**src/hdl/prof_pkg.sv**
```systemverilog
// Constants for the profiling control block and its ring of records.
// Assumes byte offsets within the block and 32-bit software word access.
package prof_pkg;
	localparam logic [6:0] OFF_FLAGS = 7'h00;
	localparam logic [6:0] OFF_SIZE = 7'h04;
	localparam logic [6:0] OFF_BASE_LO = 7'h08;
	localparam logic [6:0] OFF_BASE_HI = 7'h0c;
	localparam logic [6:0] OFF_HEAD = 7'h10;
	localparam logic [6:0] OFF_DROP_LO = 7'h18;
	localparam logic [6:0] OFF_DROP_HI = 7'h1c;
	localparam logic [6:0] OFF_THR = 7'h20;
	localparam logic [6:0] OFF_FILT = 7'h24;
	localparam logic [6:0] OFF_IPLO_LO = 7'h28;
	localparam logic [6:0] OFF_IPLO_HI = 7'h2c;
	localparam logic [6:0] OFF_IPHI_LO = 7'h30;
	localparam logic [6:0] OFF_IPHI_HI = 7'h34;
	localparam logic [6:0] OFF_TAIL = 7'h40;
	localparam int SIZE_MSB = 27;
	localparam int RAND_LSB = 28;
	localparam int RAND_W = 4;
	localparam int REC_SHIFT = 5;
	localparam logic [31:0] REC_BYTES = 32'h0000_0020;
	localparam int THR_EN_BIT = 31;
	localparam int INTERVAL_W = 25;
	localparam int FIFO_DEPTH = 8;
	localparam int DATA_W = 32;
	localparam logic [15:0] LFSR_SEED = 16'hace1;
	localparam logic [31:0] RESET_WORD = 32'h0000_0000;
endpackage

```
**src/hdl/rec_fifo.sv**
```systemverilog
// Record FIFO between the event source and the ring writer.
// Assumes one clock; read data comes straight from the storage registers.
`timescale 1ns/10ps
module rec_fifo #(
	parameter int WIDTH = 32,
	parameter int DEPTH = 8
) (
	input wire logic sys_clk,
	input wire logic rst,
	input wire logic in_valid,
	output logic in_ready,
	input wire logic [WIDTH-1:0] in_data,
	output logic out_valid,
	input wire logic out_ready,
	output logic [WIDTH-1:0] out_data
);
	localparam int AW = $clog2(DEPTH);
	logic [WIDTH-1:0] mem_q [DEPTH];
	logic [AW-1:0] wp_q;
	logic [AW-1:0] rp_q;
	logic [AW:0] cnt_q;
	wire push = in_valid && in_ready;
	wire pop = out_valid && out_ready;

	assign in_ready = (cnt_q < (AW+1)'(DEPTH));
	assign out_valid = (cnt_q != '0);
	assign out_data = mem_q[rp_q];

	always_ff @(posedge sys_clk) begin
		if (push) begin
			mem_q[wp_q] <= in_data;
		end
	end

	always_ff @(posedge sys_clk or posedge rst) begin
		if (rst) begin
			wp_q <= '0;
			rp_q <= '0;
			cnt_q <= '0;
		end else begin
			if (push) begin
				wp_q <= (wp_q == AW'(DEPTH-1)) ? '0 : wp_q + 1'b1;
			end
			if (pop) begin
				rp_q <= (rp_q == AW'(DEPTH-1)) ? '0 : rp_q + 1'b1;
			end
			cnt_q <= cnt_q + (AW+1)'(push) - (AW+1)'(pop);
		end
	end
endmodule

```
**src/hdl/rand_reload.sv**
```systemverilog
// Counter reload with randomised low bits from a free-running LFSR.
// Assumes reload requests are single-cycle pulses.
`timescale 1ns/10ps
module rand_reload (
	input wire logic sys_clk,
	input wire logic rst,
	input wire logic reload_req,
	input wire logic [prof_pkg::INTERVAL_W-1:0] interval,
	input wire logic [prof_pkg::RAND_W-1:0] rand_bits,
	output logic [prof_pkg::INTERVAL_W-1:0] reload_value,
	output logic reload_done
);
	logic [15:0] lfsr_q;
	wire [prof_pkg::INTERVAL_W-1:0] mask =
		prof_pkg::INTERVAL_W'((32'h1 << rand_bits) - 32'h1);
	wire [prof_pkg::INTERVAL_W-1:0] noise =
		{{(prof_pkg::INTERVAL_W-16){1'b0}}, lfsr_q};
	wire fb = lfsr_q[15] ^ lfsr_q[13] ^ lfsr_q[12] ^ lfsr_q[10];

	always_ff @(posedge sys_clk or posedge rst) begin
		if (rst) begin
			lfsr_q <= prof_pkg::LFSR_SEED;
			reload_value <= '0;
			reload_done <= 1'b0;
		end else begin
			lfsr_q <= {lfsr_q[14:0], fb};
			reload_done <= reload_req;
			if (reload_req) begin
				// Low bits replaced by noise
				reload_value <= (interval & ~mask) | (noise & mask);
			end
		end
	end

	rnd_mask_a: assert property (@(posedge sys_clk) disable iff (rst)
		reload_req |=> ((reload_value & ~$past(mask)) ==
		($past(interval) & ~$past(mask))) && reload_done)
		else $error("reload kept bits above random field wrong");
endmodule

```
**src/hdl/prof_ring_ctrl.sv**
```systemverilog
// Profiling control block and ring-buffer writer.
// Assumes software reaches the block through a 32-bit word port and the
// ring writes go to a memory that may stall through mem_wr_ready.
//
// Overview of operation
// - Block load ANDs requested flags with capability bits and stores it.
// - Ring size is bits 27:0 of word 4, rounded down to records.
// - Counter reloads replace the configured number of low bits by noise.
// - Block load keeps the linear ring base; the base field stays intact.
// - Each record goes to ring base plus head offset.
// - Ring is empty whenever head equals tail.
// - A head not below ring size is replaced by zero.
// - A head not on a record boundary is rounded down.
// - Advance hitting tail leaves head and bumps the dropped counter.
// - While full, each new record overwrites the last slot.
// - Dropped counter is updated only by the device; head also by software while profiling is off.
// - Init fields are rewritten during block load; flags also by software while profiling is off.
// - The device never writes the tail offset.
// - After an advance, used space at or over threshold raises interrupt.
// - Constant fields are loaded when profiling is enabled.
`timescale 1ns/10ps
module prof_ring_ctrl (
	input wire logic sys_clk,
	input wire logic rst,
	input wire logic sw_wr,
	input wire logic sw_rd,
	input wire logic [6:0] sw_addr,
	input wire logic [31:0] sw_wdata,
	output logic [31:0] sw_rdata,
	input wire logic load_req,
	input wire logic disable_req,
	input wire logic [31:0] cap_bits,
	input wire logic [63:0] seg_base,
	output logic active,
	input wire logic rec_valid,
	output logic rec_ready,
	input wire logic [31:0] rec_data,
	output logic mem_wr_valid,
	input wire logic mem_wr_ready,
	output logic [63:0] mem_wr_addr,
	output logic [31:0] mem_wr_data,
	input wire logic reload_req,
	input wire logic [prof_pkg::INTERVAL_W-1:0] reload_interval,
	output logic [prof_pkg::INTERVAL_W-1:0] reload_value,
	output logic reload_done,
	output logic ring_empty,
	output logic thr_irq
);
	////////////////////////////////////////////////////////////////////////
	// Control block fields
	logic [31:0] flags_q;
	logic [31:0] size_q;
	logic [63:0] base_q;
	logic [63:0] lin_base_q;
	logic [31:0] head_q;
	logic [63:0] drop_q;
	logic [31:0] thr_q;
	logic [31:0] filt_q;
	logic [63:0] iplo_q;
	logic [63:0] iphi_q;
	logic [31:0] tail_q;
	logic active_q;
	logic irq_q;
	logic [31:0] rdata_q;

	wire wr_flags = sw_wr && sw_addr == prof_pkg::OFF_FLAGS && !active_q;
	wire wr_size = sw_wr && sw_addr == prof_pkg::OFF_SIZE;
	wire wr_base_lo = sw_wr && sw_addr == prof_pkg::OFF_BASE_LO;
	wire wr_base_hi = sw_wr && sw_addr == prof_pkg::OFF_BASE_HI;
	wire wr_head = sw_wr && sw_addr == prof_pkg::OFF_HEAD && !active_q;
	wire wr_thr = sw_wr && sw_addr == prof_pkg::OFF_THR;
	wire wr_filt = sw_wr && sw_addr == prof_pkg::OFF_FILT;
	wire wr_iplo_lo = sw_wr && sw_addr == prof_pkg::OFF_IPLO_LO;
	wire wr_iplo_hi = sw_wr && sw_addr == prof_pkg::OFF_IPLO_HI;
	wire wr_iphi_lo = sw_wr && sw_addr == prof_pkg::OFF_IPHI_LO;
	wire wr_iphi_hi = sw_wr && sw_addr == prof_pkg::OFF_IPHI_HI;
	wire wr_tail = sw_wr && sw_addr == prof_pkg::OFF_TAIL;

	////////////////////////////////////////////////////////////////////////
	// Ring arithmetic
	// Effective size: low 28 bits, record aligned
	wire [31:0] size_raw = {4'h0, size_q[prof_pkg::SIZE_MSB:0]};
	wire [31:0] size_eff = size_raw &
		~((32'h1 << prof_pkg::REC_SHIFT) - 32'h1);
	wire [31:0] rec_mask = ~((32'h1 << prof_pkg::REC_SHIFT) - 32'h1);
	// Head sanitised at load
	wire [31:0] head_san = (head_q >= size_eff) ? 32'h0 : (head_q & rec_mask);
	wire [31:0] thr_eff = thr_q & rec_mask;
	wire [31:0] next_raw = head_q + prof_pkg::REC_BYTES;
	wire [31:0] next_head = (next_raw >= size_eff) ? 32'h0 : next_raw;
	wire ring_full = (next_head == tail_q);
	wire store = mem_wr_valid && mem_wr_ready;
	wire [31:0] used = (next_head >= tail_q) ? next_head - tail_q :
		next_head + size_eff - tail_q;
	wire thr_hit = store && !ring_full && flags_q[prof_pkg::THR_EN_BIT] &&
		used >= thr_eff;
	wire [63:0] lin_load = base_q + seg_base;
	wire [31:0] flags_masked = flags_q & cap_bits;
	wire fifo_out_valid;
	wire fifo_out_ready = active_q && mem_wr_ready;

	assign active = active_q;
	assign ring_empty = (head_q == tail_q);
	assign mem_wr_valid = fifo_out_valid && active_q;
	assign mem_wr_addr = lin_base_q + {32'h0, head_q};
	assign thr_irq = irq_q;
	assign sw_rdata = rdata_q;

	wire [31:0] rd_mux =
		(sw_addr == prof_pkg::OFF_FLAGS) ? flags_q :
		(sw_addr == prof_pkg::OFF_SIZE) ? size_q :
		(sw_addr == prof_pkg::OFF_BASE_LO) ? base_q[31:0] :
		(sw_addr == prof_pkg::OFF_BASE_HI) ? base_q[63:32] :
		(sw_addr == prof_pkg::OFF_HEAD) ? head_q :
		(sw_addr == prof_pkg::OFF_DROP_LO) ? drop_q[31:0] :
		(sw_addr == prof_pkg::OFF_DROP_HI) ? drop_q[63:32] :
		(sw_addr == prof_pkg::OFF_THR) ? thr_q :
		(sw_addr == prof_pkg::OFF_FILT) ? filt_q :
		(sw_addr == prof_pkg::OFF_IPLO_LO) ? iplo_q[31:0] :
		(sw_addr == prof_pkg::OFF_IPLO_HI) ? iplo_q[63:32] :
		(sw_addr == prof_pkg::OFF_IPHI_LO) ? iphi_q[31:0] :
		(sw_addr == prof_pkg::OFF_IPHI_HI) ? iphi_q[63:32] :
		(sw_addr == prof_pkg::OFF_TAIL) ? tail_q :
		prof_pkg::RESET_WORD;

	////////////////////////////////////////////////////////////////////////
	// Software-written fields
	always_ff @(posedge sys_clk or posedge rst) begin
		if (rst) begin
			size_q <= prof_pkg::RESET_WORD;
			base_q <= '0;
			thr_q <= prof_pkg::RESET_WORD;
			filt_q <= prof_pkg::RESET_WORD;
			iplo_q <= '0;
			iphi_q <= '0;
			tail_q <= prof_pkg::RESET_WORD;
			rdata_q <= prof_pkg::RESET_WORD;
		end else begin
			if (wr_size) size_q <= sw_wdata;
			if (wr_base_lo) base_q[31:0] <= sw_wdata;
			if (wr_base_hi) base_q[63:32] <= sw_wdata;
			if (wr_thr) thr_q <= sw_wdata;
			if (wr_filt) filt_q <= sw_wdata;
			if (wr_iplo_lo) iplo_q[31:0] <= sw_wdata;
			if (wr_iplo_hi) iplo_q[63:32] <= sw_wdata;
			if (wr_iphi_lo) iphi_q[31:0] <= sw_wdata;
			if (wr_iphi_hi) iphi_q[63:32] <= sw_wdata;
			// Only software changes the tail
			if (wr_tail) tail_q <= sw_wdata;
			// Live head and count readable at any time
			if (sw_rd) rdata_q <= rd_mux;
		end
	end

	////////////////////////////////////////////////////////////////////////
	// Load, flags and linear base
	always_ff @(posedge sys_clk or posedge rst) begin
		if (rst) begin
			flags_q <= prof_pkg::RESET_WORD;
			lin_base_q <= '0;
			active_q <= 1'b0;
		end else begin
			if (load_req) begin
				flags_q <= flags_masked;
				lin_base_q <= lin_load;
				active_q <= 1'b1;
			end else begin
				if (wr_flags) flags_q <= sw_wdata;
				if (disable_req) active_q <= 1'b0;
			end
		end
	end

	////////////////////////////////////////////////////////////////////////
	// Head, dropped counter and threshold event
	always_ff @(posedge sys_clk or posedge rst) begin
		if (rst) begin
			head_q <= prof_pkg::RESET_WORD;
			drop_q <= '0;
			irq_q <= 1'b0;
		end else begin
			irq_q <= thr_hit;
			if (load_req) begin
				head_q <= head_san;
			end else if (store) begin
				if (ring_full) begin
					drop_q <= drop_q + 64'h1;
				end else begin
					head_q <= next_head;
				end
			end else if (wr_head) begin
				head_q <= sw_wdata;
			end
		end
	end

	////////////////////////////////////////////////////////////////////////
	// Record buffering and counter reload
	rec_fifo #(
		.WIDTH(prof_pkg::DATA_W),
		.DEPTH(prof_pkg::FIFO_DEPTH)
	) u_fifo (
		.sys_clk(sys_clk),
		.rst(rst),
		.in_valid(rec_valid),
		.in_ready(rec_ready),
		.in_data(rec_data),
		.out_valid(fifo_out_valid),
		.out_ready(fifo_out_ready),
		.out_data(mem_wr_data)
	);

	rand_reload u_rand (
		.sys_clk(sys_clk),
		.rst(rst),
		.reload_req(reload_req),
		.interval(reload_interval),
		.rand_bits(size_q[prof_pkg::RAND_LSB +: prof_pkg::RAND_W]),
		.reload_value(reload_value),
		.reload_done(reload_done)
	);

	////////////////////////////////////////////////////////////////////////
	// Checks
	flags_mask_a: assert property (@(posedge sys_clk) disable iff (rst)
		load_req |=> flags_q == ($past(flags_q) & $past(cap_bits)))
		else $error("flags not masked by capabilities");

	base_keep_a: assert property (@(posedge sys_clk) disable iff (rst)
		load_req && !wr_base_lo && !wr_base_hi |=>
		lin_base_q == $past(base_q) + $past(seg_base) &&
		base_q == $past(base_q))
		else $error("linear base wrong or base field changed");

	head_zero_a: assert property (@(posedge sys_clk) disable iff (rst)
		load_req && head_q >= size_eff |=> head_q == 32'h0)
		else $error("oversize head not replaced by zero");

	head_align_a: assert property (@(posedge sys_clk) disable iff (rst)
		active_q && $past(active_q) |-> head_q[prof_pkg::REC_SHIFT-1:0] == '0)
		else $error("head not record aligned while active");

	drop_count_a: assert property (@(posedge sys_clk) disable iff (rst)
		store && ring_full && !load_req |=>
		drop_q == $past(drop_q) + 64'h1 && head_q == $past(head_q))
		else $error("full ring did not count a dropped record");

	full_slot_a: assert property (@(posedge sys_clk) disable iff (rst)
		store && ring_full && !load_req |=>
		mem_wr_addr == $past(mem_wr_addr))
		else $error("full ring moved to a new slot");

	head_owned_a: assert property (@(posedge sys_clk) disable iff (rst)
		active_q && !store && !load_req |=> head_q == $past(head_q))
		else $error("head changed without a store");

	tail_hold_a: assert property (@(posedge sys_clk) disable iff (rst)
		!wr_tail |=> $stable(tail_q))
		else $error("tail changed without software write");

	thr_event_a: assert property (@(posedge sys_clk) disable iff (rst)
		thr_irq |-> $past(store) && $past(flags_q[prof_pkg::THR_EN_BIT]) &&
		$past(used) >= $past(thr_eff))
		else $error("threshold event without cause");

	empty_flag_a: assert property (@(posedge sys_clk) disable iff (rst)
		store && !ring_full |=> !ring_empty || $past(load_req))
		else $error("ring reads empty after advance");

	head_step_a: assert property (@(posedge sys_clk) disable iff (rst)
		store && !ring_full && !load_req |=>
		head_q == $past(next_head) && drop_q == $past(drop_q))
		else $error("advancing store moved head wrong or counted a drop");

	head_range_a: assert property (@(posedge sys_clk) disable iff (rst)
		active_q && size_eff != 32'h0 |-> head_q < size_eff)
		else $error("head outside the rounded ring while active");

	flags_lock_a: assert property (@(posedge sys_clk) disable iff (rst)
		active_q && !load_req |=> $stable(flags_q))
		else $error("flags changed outside block load");

	thr_fire_a: assert property (@(posedge sys_clk) disable iff (rst)
		store && !ring_full && flags_q[prof_pkg::THR_EN_BIT] &&
		used >= thr_eff |=> thr_irq)
		else $error("threshold reached without an event");

	idle_quiet_a: assert property (@(posedge sys_clk) disable iff (rst)
		!active_q |-> !mem_wr_valid)
		else $error("ring store offered while profiling is off");

	lin_hold_a: assert property (@(posedge sys_clk) disable iff (rst)
		active_q && !load_req |=> $stable(lin_base_q))
		else $error("linear base changed between block loads");
endmodule

```
**config.mk**
```make
export PLATFORM = sky130hd
export DESIGN_NAME = prof_ring_ctrl
export DESIGN_NICKNAME = d
export VERILOG_FILES = /design/src/hdl/prof_pkg.sv /design/src/hdl/rec_fifo.sv /design/src/hdl/rand_reload.sv /design/src/hdl/prof_ring_ctrl.sv
export SDC_FILE = /design/constraint.sdc
export NUM_CORES = 2
export LEC_CHECK = 0
export ABC_AREA = 1
export CORE_ASPECT_RATIO = 1.75
export CORE_MARGIN = 3
export CORE_UTILIZATION = 40
export CTS_CLUSTER_SIZE = 40
export DETAILED_ROUTE_END_ITERATION = 7
export DONT_BUFFER_PORTS = 1
export PLACE_DENSITY = 0.65
export SETUP_SLACK_MARGIN = 0.5
export SYNTH_ARGS = -nofsm -noshare
export SYNTH_HDL_FRONTEND = slang
export SYNTH_HIERARCHICAL = 1
export SYNTH_SLANG_ARGS = --single-unit
```
**constraint.sdc**
```tcl
create_clock -name sys_clk -period 25 [get_ports sys_clk]
set_clock_uncertainty 0.1 [all_clocks]
set_input_delay 5 -clock sys_clk [delete_from_list [all_inputs] [get_ports sys_clk]]
set_output_delay 5 -clock sys_clk [all_outputs]
set_load 0.02 [all_outputs]
```
## After elaboration in Yosys (flattened, before gate mapping)

Memories as Yosys holds them, arrays and structs flattened.
Index checks and enable logic that the tools add are counted.

| word-level totals | value |
|---|---|
| flip-flop bits (word level) | 598 |
| bits in writable memories | 256 |
| input port bits | 201 |
| output and inout bits | 159 |
| logic and storage cells | 132 |
| memories kept | 1 |

Memory list:

| memory | words | width | read ports | clocked after memory_dff | wr ports | line | source |
|---|---|---|---|---|---|---|---|
| u_fifo.mem_q | 8 | 32 | 1 | 0 | 1 | rec_fifo.sv:18 | `logic [WIDTH-1:0] mem_q [DEPTH];` |

| cells by class | value |
|---|---|
| add/sub/neg operators | 12 |
| $lt $le $gt $ge | 5 |
| equal/unequal tests | 19 |
| shift operators | 1 |
| mux-type cells | 29 |
| bitwise logic cells | 9 |
| reductions and logical operators | 32 |

Operator list:

| operator | number |
|---|---|
| 2-to-1 mux 32 bit | 23 |
| adder 64 x 1 -> 64 bit (second input constant) | 1 |
| adder 64 x 32 -> 64 bit | 1 |
| adder 64 bit | 1 |
| == test 32 bit | 2 |
| >= comparator 32 x 28 -> 1 bit | 2 |
| >= comparator 32 bit | 2 |
| subtractor 32 bit | 2 |
| == test 7 x 6 -> 1 bit (second input constant) | 6 |
| adder 32 x 28 -> 32 bit | 1 |
| adder 32 x 6 -> 32 bit (second input constant) | 1 |
| bitwise AND 32 bit | 1 |
| bitwise AND 16 x 25 -> 25 bit | 1 |
| bitwise AND 25 bit | 1 |
| inverter 25 bit | 1 |
| OR 25 bit | 1 |
| << shifter 1 x 4 -> 25 bit (first input constant) | 1 |
| subtractor 25 x 1 -> 25 bit (second input constant) | 1 |
| logical AND 1 bit | 22 |
| == test 7 x 5 -> 1 bit (second input constant) | 3 |
| == test 7 x 4 -> 1 bit (second input constant) | 2 |
| == test 7 x 3 -> 1 bit (second input constant) | 1 |
| == test 7 bit (second input constant) | 1 |
| zero test 7 bit | 1 |
| other kinds (17) | 28 |

## Longest topological paths before layout

| logic depth | value |
|---|---|
| depth in word-level cells | 15 |
| gate-level depth with buffers | 44 |
| depth with buffers taken out | 43 |

## Hierarchy

The synthesis kept the hierarchy.

By module, submodules not included:

| module | times used | cells an instance | area an instance (um2) | sequential area each (um2) |
|---|---|---|---|---|
| prof_ring_ctrl | 1 | 6091 | 41333.4 | 13663.1 |
| rec_fifo | 1 | 1177 | 11685.0 | 7937.6 |
| rand_reload | 1 | 219 | 1889.3 | 1061.0 |

## Worst setup path after synthesis

No wires, ideal clock.

| timing | value |
|---|---|
| path type | flip-flop to output port |
| from | reg lin_base_q[0] |
| to | out mem_wr_addr[46] |
| arrival time | 2456 ps |
| required time | 19900 ps |
| slack | 17444 ps |
| stages on the path, launching flop included | 14 |
| path buffers | 0 |
| cells stage by stage | dfrtp_1 > ha_1 > inv_1 > fa_1 > nand3b_1 > nand2_1 > a21oi_1 > o21ai_0 > nand2_1 > nand2_1 > nand2_1 > nand2_1 > nand3_1 > xor2_1 |

| between the ends | value |
|---|---|
| cells in the longest elaborated chain, start to end | 1 |

RTL lines:

| element | line | source |
|---|---|---|
| start: declaration | prof_ring_ctrl.sv:54 | `logic [63:0] lin_base_q;` |
| start signal: assignment | prof_ring_ctrl.sv:165 | `lin_base_q <= lin_load;` |
| adder 64 x 32 -> 64 bit | prof_ring_ctrl.sv:105 | `assign mem_wr_addr = lin_base_q + {32'h0, head_q};` |
| end: declaration | prof_ring_ctrl.sv:40 | `output logic [63:0] mem_wr_addr,` |

Every way passes these cells.

## Worst setup path in the final report

| timing | value |
|---|---|
| from | reg head_q[0] |
| to | out mem_wr_addr[46] |

| between the ends | value |
|---|---|
| cells in the longest elaborated chain, start to end | 1 |

RTL lines:

| element | line | source |
|---|---|---|
| start: declaration | prof_ring_ctrl.sv:55 | `logic [31:0] head_q;` |
| start signal: assignment | prof_ring_ctrl.sv:178 | `head_q <= prof_pkg::RESET_WORD;` |
| start signal: assignment | prof_ring_ctrl.sv:184 | `head_q <= head_san;` |
| start signal: assignment | prof_ring_ctrl.sv:189 | `head_q <= next_head;` |
| adder 64 x 32 -> 64 bit | prof_ring_ctrl.sv:105 |  |

Every way passes these cells.

==> flow_summary.ini <==
[worst_setup_path]
worstPathRequired_ns = 19.90
timing.rr.start = head_q[5]$_DFFE_PP0P_
crit_arrival_ns = 4.39
setup.worst_path.start_class = flop
r2r_setup_slack_ns = 15.66
crit_path_end_kind = output pin
r2r_cells = 37
cp_max_fo = 8
worstReg2RegEnd = thr_irq$_DFF_PP0_
worstSetupPathType = flop to output pin

[power]
p_leak_nw = 28.6
vdd_drop_max_uv = 95.8
p_per_area_mw_per_mm2 = 88.6
finalPower_mw = 5.28

[placement]
io_buffers = 0
place_congestion = 1.10
pre_cts_slack_ns = 15.68
place_inst = 9112
dpl_cell_area_mm2 = 0.0567
hpwlAfterDp_mm = 207

[synth]
synth_seq_cells = 854
synthArstFlopShare_pct = 70.0
syn_avg_cell_area_um2 = 7.33
yosysTopAreaCell = dfrtp_1
yosysWarnings = 6
synth_xor_area_share_pct = 3.40
synth_common_cells = 2,180 x nand2_1, 1,064 x inv_1, 611 x o21ai_0
synth_most_common_cell = nand2_1
syn-cell-area_mm2 = 0.0549
synth_area_leaders = dfrtp_1 27%, nand2_1 15%, edfxtp_1 14%, inv_1 7.3%, o21ai_0 5.6%
ys_types = 59
synth_edf_count = 256
ys_seq_area_share_pct = 41.3
synth_mux_area_share_pct = 0.210
synth-simple-area-share_pct = 28.6
ys.flop_type = dfrtp_1
syn_inst = 7487
synth_top_family_by_area = simple AND/OR/NAND/NOR gates
yosys.area.top_type_share_pct = 26.9
synthAdderAreaFrac_pct = 6.80
synth-compound-area-share_pct = 10.4

[outcome]
status = complete, no violations

[routing]
routed_via_density = 5.57
vias = 51700
totalWireLength_mm = 264
drt_iter0_markers = 4735
dr.pass1.iters = 6
drt-wirelength-per-cell_um = 28.4
drt_drc_violations_left = 0
drtAntennaViolNets = 0

[finish]
fin_util_pct = 43.8
multi_input_area_mm2 = 0.0273
stdcell_area_mm2 = 0.0597
final_net_count = 7867
finalNonFillerCells = 9289
regArea_mm2 = 0.0227
area_growth_pct = 8.66
layout-drive-gt1-share_pct = 4.64
num-fill-cells = 14100

[floorplan]
die_w_um = 286
start_util_pct = 40.3
dieArea_mm2 = 0.142
core_mm2 = 0.136
fp-row-count = 179
die_h_um = 496
ioPinCount = 360

[cts]
clockBufferDepth = 3
cts.htree.levels = 3
post_cts_resized = 0
root_buffer = clkbuf_16
worstSkewPairLatency_ns = 0.76
clkTransAtPathRegs_ns = 0.07
cts_setup_buffers = 0
numClockSinks = 854
cts_buffers = 83
cts_tree = yes
cts_hold_buf = 0

[timing]
max_freq_ghz = 0.105
setup_viol = 0
worst_slack_ns = 15.51
rsz0062_at_grt = no
post-route-period-util_pct = 38.0
relSlewSlack_pct = 11.3
hold_viol_final = 0
hold-worst-slack_ns = 0.259
tightestPinTransition_ns = 1.32
drv_slew = 0
finalSetupTns_ns = 0
period_needed_ns = 9.49

[min_path]
min_to = u_rand/lfsr_q[4]$_DFF_PP0_
hp-class = flop to flop
hp-start = u_rand/lfsr_q[3]$_DFF_PP0_
whs_path_depth = 0

[job]
drv_cap = 0

[global_route]
grt_pass1_wl_mm = 369
overflow = 0
first_global_vias = 50600
track_usage_pct = 36.9
antenna_found_initial = 39
grt_max_degree = 148
registers in the layout, indices dropped and copies added (netlist names):
register,flops
size_q,32
tail_q,32
u_fifo/rp_q,3
thr_q,32
drop_q,64
head_q,32
filt_q,32
active,1
u_rand/reload_done,1
u_rand/reload_value,25
u_fifo/mem_q,256
iphi_q,64
flags_q,32
iplo_q,64
u_fifo/cnt_q,4
thr_irq,1
sw_rdata,32
u_fifo/wp_q,3
u_rand/lfsr_q,16
base_q,64
lin_base_q,64
per-layer routing:
metal	GRT usage, %	vias up	part of all wire (%)
li1	-	23900	-
met1	35.1	24500	31
met2	60.3	2422	46
met3	10.6	902	8.3
met4	41.3	12	14
met5	0	-	0.027
kinds of logic (layout without fill, tap and decap cells):
logic type	Yosys count	in the layout
AND/OR/NAND/NOR	3718	3718
AO/OA/AOI/OAI	1074	1074
adder cells (fa/ha/maj)	278	278
multiplexers	11	11
other	2	33
buffers and inverters	1337	1298
XOR/XNOR	213	213
flip-flops	854	854
power by group:
part	leakage (nW)	switching, mW	internal [mW]	total, mW
sequential	10.2	0.185	1.57	1.76
combinational	17.0	1.60	0.606	2.20
clock	1.34	0.587	0.735	1.32
worst max-delay path by stage:
stage	startpoint	endpoint	depth (start not counted)
final	head_q[0]$_DFFE_PP0P_	mem_wr_addr[46]	13
after floorplan	rst	active$_DFFE_PP0P_	1
after detailed placement	rst	iphi_q[6]$_DFFE_PP0P_	5
after CTS	head_q[0]$_DFFE_PP0P_	mem_wr_addr[48]	13
after global routing	head_q[5]$_DFFE_PP0P_	thr_irq$_DFF_PP0_	39
after global placement	rst	iphi_q[7]$_DFFE_PP0P_	5
worst max-delay path: stages (launching register included):
cell and delay (ns):
dfrtp_1 0.70, ha_1 0.27, inv_1 0.06, fa_1 0.39
nand3b_1 0.17, nand2_1 0.12, a21oi_1 0.17, o21ai_0 0.66
nand2_1 0.11, nand2_1 0.18, nand2_1 0.09, nand2_1 0.19
nand3_1 0.12, xor2_1 0.43
final cells by class:
type	count	area share [%]
antenna	26	0.109
clock inverter	47	0.958
inverter	1084	6.84
tap	1810	3.80
timing repair buffer	64	0.860
clock buffer	103	3.74
sequential	854	38.0
multi-input combinational	5301	45.7
cells in the final DEF (no fill, tap or decap), types with 42 or more instances in the layout:
cell type / netlist / layout
buf_4: 5 / 62
nor2_1: 606 / 590
nand4_1: 143 / 143
ha_1: 244 / 244
nor3_1: 118 / 115
clkbuf_16: 0 / 83
edfxtp_1: 256 / 256
a21oi_1: 325 / 325
o21ai_0: 611 / 611
dfrtp_1: 590 / 588
xor2_1: 170 / 168
nand2_1: 2180 / 2172
nand3_1: 524 / 522
xnor2_1: 43 / 42
inv_1: 1064 / 1060
No activity file was read; power rests on OpenSTA's default activity.
